--- config.mk ---
export PLATFORM = sky130hd
export DESIGN_NAME = parameter_store_update_control
export DESIGN_NICKNAME = d
export VERILOG_FILES = /design/src/verilog/param_nvm_port.v /design/src/verilog/parameter_store_update_control.v
export VERILOG_INCLUDE_DIRS = /design/src /design/src/verilog
export SDC_FILE = /design/constraint.sdc
export NUM_CORES = 2
export LEC_CHECK = 0
export ABC_AREA = 1
export BUFFER_PORTS_ARGS = -buffer_cell sky130_fd_sc_hd__buf_2
export CAP_MARGIN = 20
export CELL_PAD_IN_SITES_DETAIL_PLACEMENT = 1
export CELL_PAD_IN_SITES_GLOBAL_PLACEMENT = 1
export CORE_ASPECT_RATIO = 0.9
export CORE_MARGIN = 2
export CORE_UTILIZATION = 52
export DETAILED_ROUTE_END_ITERATION = 10
export PLACE_DENSITY_LB_ADDON = 0.1
export SKIP_CTS_REPAIR_TIMING = 1
export SYNTH_ARGS = -nofsm -noshare
export SYNTH_HDL_FRONTEND = slang
export SYNTH_HIERARCHICAL = 1
export SYNTH_SLANG_ARGS = --single-unit
--- constraint.sdc ---
create_clock -name CLK_SYS_I -period 6.6 [get_ports CLK_SYS_I]
set_clock_uncertainty 0.1 [all_clocks]
set_input_delay 1.32 -clock CLK_SYS_I [delete_from_list [all_inputs] [get_ports CLK_SYS_I]]
set_output_delay 1.32 -clock CLK_SYS_I [all_outputs]
set_load 0.005 [all_outputs]
--- src/verilog/param_store_map.vh ---
// Purpose: constants of the parameter store and update control
// Assumes: included by the parameter store design files
// Notes: definitions only
`ifndef PARAM_STORE_MAP_VH
`define PARAM_STORE_MAP_VH

// ----------------------------------------
// Geometry
// ----------------------------------------
`define PS_COUNT 64
`define PS_AW 6
`define PS_DW 16
`define PS_LAST_IDX 6'h3F

// ----------------------------------------
// Update classes
// ----------------------------------------
`define PS_CLS_W 2
`define PS_CLS_A 2'h0
`define PS_CLS_B 2'h1
`define PS_CLS_C 2'h2
`define PS_CLS_D 2'h3

// ----------------------------------------
// Reset values
// ----------------------------------------
`define PS_IDX_RST 6'h00
`define PS_DATA_RST 16'h0000

`endif

--- src/verilog/param_nvm_port.v ---
// Purpose: single-word access sequencer toward the non-volatile store
// Assumes: store answers with a one-cycle ack on the system clock
// Notes: one access at a time; start is ignored while busy
`timescale 1ns/1ps
`include "param_store_map.vh"

module param_nvm_port (
  input wire clk_i,
  input wire rst_i,
  input wire start_i,
  input wire we_i,
  input wire [`PS_AW-1:0] addr_i,
  input wire [`PS_DW-1:0] wdata_i,
  input wire ack_i,
  input wire [`PS_DW-1:0] rdata_i,
  output reg req_o,
  output reg we_o,
  output reg [`PS_AW-1:0] addr_o,
  output reg [`PS_DW-1:0] wdata_o,
  output reg done_o,
  output reg [`PS_DW-1:0] rdata_o
);

  // ----------------------------------------
  // Request held until acknowledged
  // ----------------------------------------
  always @(posedge clk_i) begin
    if (rst_i) begin
      req_o <= 1'b0;
      we_o <= 1'b0;
      addr_o <= `PS_IDX_RST;
      wdata_o <= `PS_DATA_RST;
      done_o <= 1'b0;
      rdata_o <= `PS_DATA_RST;
    end else begin
      done_o <= 1'b0;
      if (req_o) begin
        if (ack_i) begin
          req_o <= 1'b0;
          we_o <= 1'b0;
          done_o <= 1'b1;
          rdata_o <= rdata_i;
        end
      end else if (start_i) begin
        req_o <= 1'b1;
        we_o <= we_i;
        addr_o <= addr_i;
        wdata_o <= wdata_i;
      end
    end
  end

endmodule

--- src/verilog/parameter_store_update_control.v ---
// Purpose: working copy, persistent copy and update timing of drive parameters
// Assumes: all inputs come from logic on CLK_SYS_I; SYS_RST_I is the power-up reset
// Notes: persistent store is external and reached through NVM_* ports
//
// Behaviour
// - Working copy is not kept over power loss; reset reloads it fully.
// - Persistent store is only written by commit or tool writes.
// - At power-up every parameter is copied from persistent store to working copy.
// - After that copy all applied values are recomputed from the working copy.
// - Bus or network writes change only the working copy.
// - Commit command copies every working parameter into the persistent store.
// - Configuration tool writes go straight into the persistent store.
// - Class A values are applied in the cycle the write is taken.
// - Class B values are applied once motion has stopped.
// - Class C values are applied on configuration command or power cycle.
// - Class D values are applied only after a power cycle.
`timescale 1ns/1ps
`include "param_store_map.vh"

module parameter_store_update_control (
  input wire CLK_SYS_I,
  input wire SYS_RST_I,
  input wire WR_VALID_I,
  input wire [`PS_AW-1:0] WR_ADDR_I,
  input wire [`PS_DW-1:0] WR_DATA_I,
  input wire [`PS_CLS_W-1:0] WR_CLASS_I,
  output reg WR_READY_O,
  input wire COMMIT_I,
  input wire CONFIG_I,
  input wire MOTION_STOPPED_I,
  input wire TOOL_VALID_I,
  input wire [`PS_AW-1:0] TOOL_ADDR_I,
  input wire [`PS_DW-1:0] TOOL_DATA_I,
  output reg TOOL_READY_O,
  input wire [`PS_AW-1:0] RD_ADDR_I,
  output reg [`PS_DW-1:0] APPLIED_DATA_O,
  output reg PENDING_O,
  output reg PARAM_READY_O,
  output reg APPLY_STROBE_O,
  output reg [`PS_AW-1:0] APPLY_ADDR_O,
  output wire NVM_REQ_O,
  output wire NVM_WE_O,
  output wire [`PS_AW-1:0] NVM_ADDR_O,
  output wire [`PS_DW-1:0] NVM_WDATA_O,
  input wire NVM_ACK_I,
  input wire [`PS_DW-1:0] NVM_RDATA_I
);

  localparam [2:0] ST_LOAD = 3'h0;
  localparam [2:0] ST_LOADW = 3'h1;
  localparam [2:0] ST_APPLY = 3'h2;
  localparam [2:0] ST_IDLE = 3'h3;
  localparam [2:0] ST_COMMIT = 3'h4;
  localparam [2:0] ST_COMMITW = 3'h5;
  localparam [2:0] ST_TOOLW = 3'h6;
  localparam [2:0] ST_SCAN = 3'h7;

  reg [`PS_DW-1:0] ram_q [0:`PS_COUNT-1];
  reg [`PS_DW-1:0] applied_q [0:`PS_COUNT-1];
  reg [`PS_COUNT-1:0] pend_q;
  reg [`PS_CLS_W-1:0] cls_q [0:`PS_COUNT-1];

  reg [2:0] state_q, state_d;
  reg [`PS_AW-1:0] idx_q, idx_d;
  reg scan_b_q, scan_b_d;
  reg b_wait_q, c_wait_q, commit_q, cfg_wait_q;

  reg ram_we, app_we, pend_we, pend_wv, nvm_start, nvm_we;
  reg [`PS_AW-1:0] ram_wa, app_wa, nvm_addr;
  reg [`PS_DW-1:0] ram_wd, app_wd, nvm_wdata;
  reg [`PS_CLS_W-1:0] pend_wc;
  reg take_wr, take_tool, start_b, start_c, start_commit, scan_hit;
  wire nvm_done;
  wire [`PS_DW-1:0] nvm_rdata;

  param_nvm_port u_nvm (
    .clk_i(CLK_SYS_I),
    .rst_i(SYS_RST_I),
    .start_i(nvm_start),
    .we_i(nvm_we),
    .addr_i(nvm_addr),
    .wdata_i(nvm_wdata),
    .ack_i(NVM_ACK_I),
    .rdata_i(NVM_RDATA_I),
    .req_o(NVM_REQ_O),
    .we_o(NVM_WE_O),
    .addr_o(NVM_ADDR_O),
    .wdata_o(NVM_WDATA_O),
    .done_o(nvm_done),
    .rdata_o(nvm_rdata)
  );

  // ----------------------------------------
  // Sequencer
  // ----------------------------------------
  always @* begin
    state_d = state_q;
    idx_d = idx_q;
    scan_b_d = scan_b_q;
    ram_we = 1'b0;
    ram_wa = idx_q;
    ram_wd = nvm_rdata;
    app_we = 1'b0;
    app_wa = idx_q;
    app_wd = ram_q[idx_q];
    pend_we = 1'b0;
    pend_wv = 1'b0;
    pend_wc = cls_q[idx_q];
    nvm_start = 1'b0;
    nvm_we = 1'b0;
    nvm_addr = idx_q;
    nvm_wdata = ram_q[idx_q];
    take_wr = 1'b0;
    take_tool = 1'b0;
    start_b = 1'b0;
    start_c = 1'b0;
    start_commit = 1'b0;
    scan_hit = pend_q[idx_q] &&
      ((scan_b_q && cls_q[idx_q] == `PS_CLS_B) ||
       (!scan_b_q && cls_q[idx_q] == `PS_CLS_C));
    case (state_q)
      ST_LOAD: begin
        nvm_start = 1'b1;
        state_d = ST_LOADW;
      end
      ST_LOADW: begin
        if (nvm_done) begin
          ram_we = 1'b1;
          if (idx_q == `PS_LAST_IDX) begin
            idx_d = `PS_IDX_RST;
            state_d = ST_APPLY;
          end else begin
            idx_d = idx_q + 6'h01;
            state_d = ST_LOAD;
          end
        end
      end
      ST_APPLY: begin
        app_we = 1'b1;
        pend_we = 1'b1;
        if (idx_q == `PS_LAST_IDX) begin
          idx_d = `PS_IDX_RST;
          state_d = ST_IDLE;
        end else begin
          idx_d = idx_q + 6'h01;
        end
      end
      ST_IDLE: begin
        if (commit_q) begin
          start_commit = 1'b1;
          idx_d = `PS_IDX_RST;
          state_d = ST_COMMIT;
        end else if (TOOL_VALID_I && TOOL_READY_O) begin
          take_tool = 1'b1;
          nvm_start = 1'b1;
          nvm_we = 1'b1;
          nvm_addr = TOOL_ADDR_I;
          nvm_wdata = TOOL_DATA_I;
          state_d = ST_TOOLW;
        end else if (WR_VALID_I && WR_READY_O) begin
          // A shown ready is honoured before any deferred pass
          take_wr = 1'b1;
          ram_we = 1'b1;
          ram_wa = WR_ADDR_I;
          ram_wd = WR_DATA_I;
          pend_we = 1'b1;
          pend_wc = WR_CLASS_I;
          app_wa = WR_ADDR_I;
          app_wd = WR_DATA_I;
          if (WR_CLASS_I == `PS_CLS_A) begin
            app_we = 1'b1;
          end else begin
            pend_wv = 1'b1;
          end
        end else if (b_wait_q && MOTION_STOPPED_I) begin
          start_b = 1'b1;
          scan_b_d = 1'b1;
          idx_d = `PS_IDX_RST;
          state_d = ST_SCAN;
        end else if (cfg_wait_q && c_wait_q) begin
          start_c = 1'b1;
          scan_b_d = 1'b0;
          idx_d = `PS_IDX_RST;
          state_d = ST_SCAN;
        end
      end
      ST_COMMIT: begin
        nvm_start = 1'b1;
        nvm_we = 1'b1;
        state_d = ST_COMMITW;
      end
      ST_COMMITW: begin
        if (nvm_done) begin
          if (idx_q == `PS_LAST_IDX) begin
            idx_d = `PS_IDX_RST;
            state_d = ST_IDLE;
          end else begin
            idx_d = idx_q + 6'h01;
            state_d = ST_COMMIT;
          end
        end
      end
      ST_TOOLW: begin
        if (nvm_done) begin
          state_d = ST_IDLE;
        end
      end
      ST_SCAN: begin
        if (scan_hit) begin
          app_we = 1'b1;
          pend_we = 1'b1;
        end
        if (idx_q == `PS_LAST_IDX) begin
          idx_d = `PS_IDX_RST;
          state_d = ST_IDLE;
        end else begin
          idx_d = idx_q + 6'h01;
        end
      end
      default: begin
        state_d = ST_LOAD;
      end
    endcase
  end

  // ----------------------------------------
  // Parameter arrays
  // ----------------------------------------
  always @(posedge CLK_SYS_I) begin
    if (ram_we) begin
      ram_q[ram_wa] <= ram_wd;
    end
    if (app_we) begin
      applied_q[app_wa] <= app_wd;
    end
    if (pend_we) begin
      cls_q[app_wa] <= pend_wc;
    end
  end

  always @(posedge CLK_SYS_I) begin
    if (SYS_RST_I) begin
      pend_q <= {`PS_COUNT{1'b0}};
    end else if (pend_we) begin
      pend_q[app_wa] <= pend_wv;
    end
  end

  // ----------------------------------------
  // Control state and outputs
  // ----------------------------------------
  always @(posedge CLK_SYS_I) begin
    if (SYS_RST_I) begin
      state_q <= ST_LOAD;
      idx_q <= `PS_IDX_RST;
      scan_b_q <= 1'b0;
      b_wait_q <= 1'b0;
      c_wait_q <= 1'b0;
      cfg_wait_q <= 1'b0;
      commit_q <= 1'b0;
      WR_READY_O <= 1'b0;
      TOOL_READY_O <= 1'b0;
      APPLIED_DATA_O <= `PS_DATA_RST;
      PENDING_O <= 1'b0;
      PARAM_READY_O <= 1'b0;
      APPLY_STROBE_O <= 1'b0;
      APPLY_ADDR_O <= `PS_IDX_RST;
    end else begin
      state_q <= state_d;
      idx_q <= idx_d;
      scan_b_q <= scan_b_d;
      // Event latches: a new set wins over the clear of a starting pass
      commit_q <= COMMIT_I || (commit_q && !start_commit);
      cfg_wait_q <= CONFIG_I || (cfg_wait_q && c_wait_q && !start_c);
      b_wait_q <= (take_wr && WR_CLASS_I == `PS_CLS_B) || (b_wait_q && !start_b);
      c_wait_q <= (take_wr && WR_CLASS_I == `PS_CLS_C) || (c_wait_q && !start_c);
      // Ready stays low while a commit is latched, so a shown write ready is refused only when a tool write is taken in the same cycle
      WR_READY_O <= (state_d == ST_IDLE) && !take_wr && !take_tool && !COMMIT_I && !commit_q;
      TOOL_READY_O <= (state_d == ST_IDLE) && !take_wr && !take_tool && !COMMIT_I && !commit_q;
      APPLIED_DATA_O <= applied_q[RD_ADDR_I];
      PENDING_O <= pend_q[RD_ADDR_I];
      PARAM_READY_O <= (state_q == ST_APPLY && idx_q == `PS_LAST_IDX) || PARAM_READY_O;
      APPLY_STROBE_O <= app_we;
      APPLY_ADDR_O <= app_wa;
    end
  end

endmodule

## Word-level counts from Yosys, hierarchy flattened

Memories as Yosys holds them, arrays and structs flattened. A register that Yosys moved wholly into a read port is not among the register bits.
Cells that the tools add are included.

- Add/subtract/negate cells: 1
- Order comparisons: 4
- Equality and inequality tests: 18
- Mux-type cells: 104
- Bitwise gates (word level): 4
- Reduce and logical (&&, ||, !) cells: 47

Operators by type and width:

| kind | number |
|---|---|
| 2-to-1 mux 16 bit | 11 |
| 2-to-1 mux 6 bit | 18 |
| bitwise mux 64 bit | 1 |
| 2-to-1 mux 1 bit | 49 |
| 2-to-1 mux 3 bit | 10 |
| less-than comparator 6 x 7 -> 1 bit (second input constant) | 3 |
| case mux 3 bit (7 select lines) | 1 |
| logical AND 1 bit | 19 |
| case mux 6 bit (3 select lines) | 1 |
| binary-select mux 1 bit (select 6 bit) | 2 |
| == test 3 bit (second input constant) | 4 |
| 2-to-1 mux 2 bit | 5 |
| AND reduction 5 bit | 2 |
| == test 3 x 2 -> 1 bit (second input constant) | 3 |
| zero test 1 bit | 8 |
| OR reduction 2 bit | 4 |
| adder 6 x 1 -> 6 bit (second input constant) | 1 |
| demux 1 bit (select 6 bit) | 1 |
| == test 6 bit (second input constant) | 1 |
| greater-or-equal comparator 6 x 1 -> 1 bit (second input constant) | 1 |
| logical OR 1 bit | 6 |
| != test 3 bit (second input constant) | 2 |
| case mux 1 bit (2 select lines) | 3 |
| case mux 1 bit (3 select lines) | 2 |
| other kinds (12) | 20 |

- Flip-flop bits (word level): 129
- RAM bits: 2176
- Word-level logic and storage cells: 200
- Memories kept: 3

Memory list:

| name | depth | bits a word | read ports | clocked after memory_dff | write ports | RTL line | source |
|---|---|---|---|---|---|---|---|
| applied_q | 64 | 16 | 1 | 1 | 1 | parameter_store_update_control.v:59 | `` reg [`PS_DW-1:0] applied_q [0:`PS_COUNT-1]; `` |
| ram_q | 64 | 16 | 1 | 1 | 1 | parameter_store_update_control.v:58 | `` reg [`PS_DW-1:0] ram_q [0:`PS_COUNT-1]; `` |
| cls_q | 64 | 2 | 1 | 1 | 1 | parameter_store_update_control.v:61 | `` reg [`PS_CLS_W-1:0] cls_q [0:`PS_COUNT-1]; `` |

## Logic depth before layout (Yosys ltp)

- Word-level depth: 12
- Depth in mapped cells: 19

## Cells and area by module

Netlist, hierarchy kept.

By module, submodules not included:

| module | times used | cells each | area an instance (sq um) |
|---|---|---|---|
| parameter_store_update_control | 1 | 7436 | 91798.0 |
| param_nvm_port | 1 | 201 | 1545.2 |

## Worst setup path after synthesis

No wires, ideal clock.

- Path type: flip-flop to flip-flop
- Start point: register with a tool-made name
- End point: memory applied_q[0][15] (netlist bit) (data pin)
- Arrival: 4486 ps
- Required time: 5798 ps
- Path slack: 1312 ps
- Cell stages (with the launch flop): 14
- Path buffers: 4
- Period minus slack after synthesis: 5288 ps
- Path through: dfxtp_1 -> buf_2 -> inv_2 -> clkbuf_1 -> clkbuf_1 -> clkbuf_1 -> o21ai_0 -> o22ai_1 -> nor2_1 -> o221ai_1 -> o211ai_1 -> nand2_1 -> inv_1 -> o21ai_0

RTL lines:

| what | RTL line |
|---|---|
| end, declared | parameter_store_update_control.v:59 |

==> results_dict.tcl <==
set metrics [dict create \
    worst-path-buf-inv 3 \
    critPathLaunchType "register" \
    placedInstanceArea_um2 97220 \
    fin_area_um2 104500 \
    yosysMostFrequentCell "edfxtp_1" \
    timing.setup.tns_ns 0 \
    timing.critical_path.required_ns 7.02 \
    cts.clk_slew.worst_paths_ns 0.06 \
    synth_area_um2 93340 \
    tritoncts.num_buffers 228 \
    hold_path.startpoint "u_nvm/rdata_o[4]" \
    max_cap_violations 0 \
    areaGrowthSynthToFinish_pct 11.97 \
    critPathKind "reg2reg" \
    ratio_of_cells_with_drive_above_1_in_the_final_layout_pct 10.66 \
    grt_start_max_net_pins 183 \
    number_of_global_route_vias_before_repair 66250 \
    min_to "u_nvm/rdata_o[4]" \
    timing.final.hold_violations 0 \
    synth_fp_nets 7714 \
    drt-total-wl_um 310100 \
    synth_top_cells_by_area "edfxtp_1, o21ai_0, nor2_1" \
    clkSinkCount 2327 \
    chipWidth_um 450.6 \
    route.detailed.vias_per_inst 6.405 \
    finalWorstPathRequiredPeriod_ns 5.087 \
    critical_path.max_stage_delay_ns 0.74 \
    status "finished clean" \
    synth.distinct_cells 40 \
    detailroute.via_count 65590 \
    antenna_violations_before_repair 8 \
    htreeDepth 4 \
    timing.final.crit_share_pct 77.08 \
    async_sr_flop_fraction_pct 0 \
    final_antenna_net_count 0 \
    synth.ff_latch_count 2327 \
    regToRegEndpoint "applied_q[42][11]" \
    die_y_um 405.9 \
    hp-class "reg2reg" \
    post-synth-top-area-cell "edfxtp_1" \
    floorplan.die_area_um2 182900 \
    clkLatencyLatePin_ns 0.89 \
    power.leakage_nw 34.59 \
    internal_reg_to_reg_setup_slack_ns 1.51 \
    core_area_um2 178400 \
    globalplace.congestion 0.8691 \
    initialDrtViolationCount 7647 \
    peakVddDrop_uv 257.0 \
    synthCells 7637 \
    cts_max_path_buffers 3 \
    final_nets 7733 \
    arrival_time_of_data_at_the_critical_path_endpoint_ns 5.51 \
    grt.overflow.total 0 \
    critPathTopFamily "buffers and inverters" \
    final_max_slew_viol_count 0 \
    route.detailed.drc 0 \
    yosys.area.top_type_share_pct 70.00 \
    slowest_library_cell_on_the_worst_path "buf_4" \
    tritoncts_clock_tree "done" \
    wl_per_cell_um 30.29 \
    synth_edf_count 2176 \
    power-per-cell-area_nw_per_um2 303.1 \
    grt_setup_unrepaired "false" \
    row_count 147 \
    timing.reg2reg.worst_path_depth 12 \
    synth_ff_type "edfxtp_1" \
    synth.top_cells.by_count "edfxtp_1, nor2_1, o21ai_0" \
    port_buffers 126 \
    ys.warnings.count 6 \
    synth.yosys.seq_area_share_pct 73.24 \
    cts_root_buffer "clkbuf_16" \
    timing.slew.headroom_pct 23.23 \
    global_route_wire_length_before_repair_um 454000 \
    drt_first_pass_iters 6 \
    max_clock_freq_mhz 196.6 \
    synth.avg_cell_area_um2 12.22 \
    detailed_place_hpwl_um 188700 \
    timing.critical_path.cells "buf_4, buf_4, o21ai_0, o22ai_1, or2_2, o211ai_1, o211ai_1, o211ai_1, nand2_1, nand2_1, nand2_2, buf_4" \
    worst_hold_path.num_cells 2 \
    groute.usage.overall_pct 33.67 \
    critical_path_sink_type "register" \
    initial_core_util_pct 52.32 \
    worstMarginPinSlew_ns 1.146 \
    timing.final.setup_violations 0 \
    top_level_ports 127 \
    worstPathMaxFanout 68 \
]
==> worst max-delay path by stage <==
stage,start,endpoint,slack (ns),cells after the start
4_1_cts,register,applied_q[40][6],1.67,11
3_5_place_dp,WR_VALID_I,ram_q[22][11],1.37,12
2_1_floorplan,register,applied_q[0][15],1.31,13
5_1_grt,register,applied_q[33][4],1.40,14
3_3_place_gp,WR_VALID_I,applied_q[45][10],1.38,12
6_report,register,applied_q[42][11],1.51,12
==> placed cells by master, fill, tap and decap left out, types with 43 or more instances in the layout <==
cell	n
nand2_1	504
clkbuf_1	68
nand3_1	431
a21oi_1	98
dfxtp_1	146
o211ai_1	53
inv_1	121
buf_4	200
nor2_1	1497
edfxtp_1	2176
nor2_2	49
o21ai_0	1208
o22ai_1	327
clkinv_1	59
o221ai_1	251
clkinv_2	43
clkbuf_16	232
buf_2	123
==> cell families after synthesis <==
| family | after synthesis | share of synthesized area, % |
|---|---|---|
| simple gates | 2589 | 11.23 |
| fa+ha+maj | 1 | 0.01340 |
| compound gates | 1993 | 12.47 |
| buf+inv | 727 | 3.043 |
| flops | 2327 | 73.24 |
==> metal layers <==
| layer | GRT usage [%] | part of all wire, % | vias up |
|---|---|---|---|
| li1 | - | - | 28190 |
| met1 | 47.05 | 41 | 33830 |
| met2 | 53.28 | 47 | 3011 |
| met3 | 4.884 | 8.0 | 552 |
| met4 | 14.14 | 4.4 | 4 |
| met5 | 0 | 0.0068 | - |
==> report_power, final <==
group	leakage (nW)	switching, W	total [W]	internal (W)
clock	3.50	0.00563	0.0127	0.00707
combinational	10.1	0.00198	0.00257	0.000589
sequential	21.0	0.0000386	0.0164	0.0164
==> through the flow <==
step / hold slack [ns] / instances / total power, W / util [%] / worst slack (ns)
floorplan: 0.3191 / 7637 / 0.01806 / - / 1.312
global placement: 0.3311 / 9803 / 0.01916 / 54.49 / 1.382
detailed placement: 0.3409 / 9803 / 0.01924 / 54.49 / 1.372
CTS: 0.3534 / 10230 / 0.03172 / 58.50 / 1.666
global route: 0.3727 / 10240 / 0.03247 / 58.58 / 1.397
finish: 0.3545 / 10240 / 0.03168 / 58.58 / 1.513
==> worst register-to-register path, cell delays in order, from the launching register on <==
cell,delay [ns]
dfxtp_4,0.60
buf_4,0.75
buf_4,0.58
o21ai_0,0.19
o22ai_1,0.26
or2_2,0.16
o211ai_1,0.22
o211ai_1,0.30
o211ai_1,0.46
nand2_1,0.17
nand2_1,0.09
nand2_2,0.07
buf_4,0.66
==> cell type report <==
cell class / instances / area (um^2)
clock inverters: 119 / 978.4
diodes: 2 / 5.005
fillers: 17600 / 73890
multi-input cells: 4583 / 22490
clock buffers: 308 / 6171
well taps: 2384 / 2983
repair buffers: 362 / 2894
inverters: 154 / 615.6
flip-flops and latches: 2327 / 68380
==> sequential cells by signal (all words and copies together), names as in the netlist, named ones only <==
register and cells:
applied_q 1024, ram_q 1024, cls_q 128, pend_q 64
APPLIED_DATA_O 16, u_nvm/rdata_o 16, u_nvm/wdata_o 16, APPLY_ADDR_O 6
idx_q 6, u_nvm/addr_o 6, state_q 3, APPLY_STROBE_O 1
PARAM_READY_O 1, PENDING_O 1, TOOL_READY_O 1, b_wait_q 1
c_wait_q 1, cfg_wait_q 1, commit_q 1, scan_b_q 1
u_nvm/done_o 1, u_nvm/req_o 1, u_nvm/we_o 1
(Power assumes the default switching activity.)
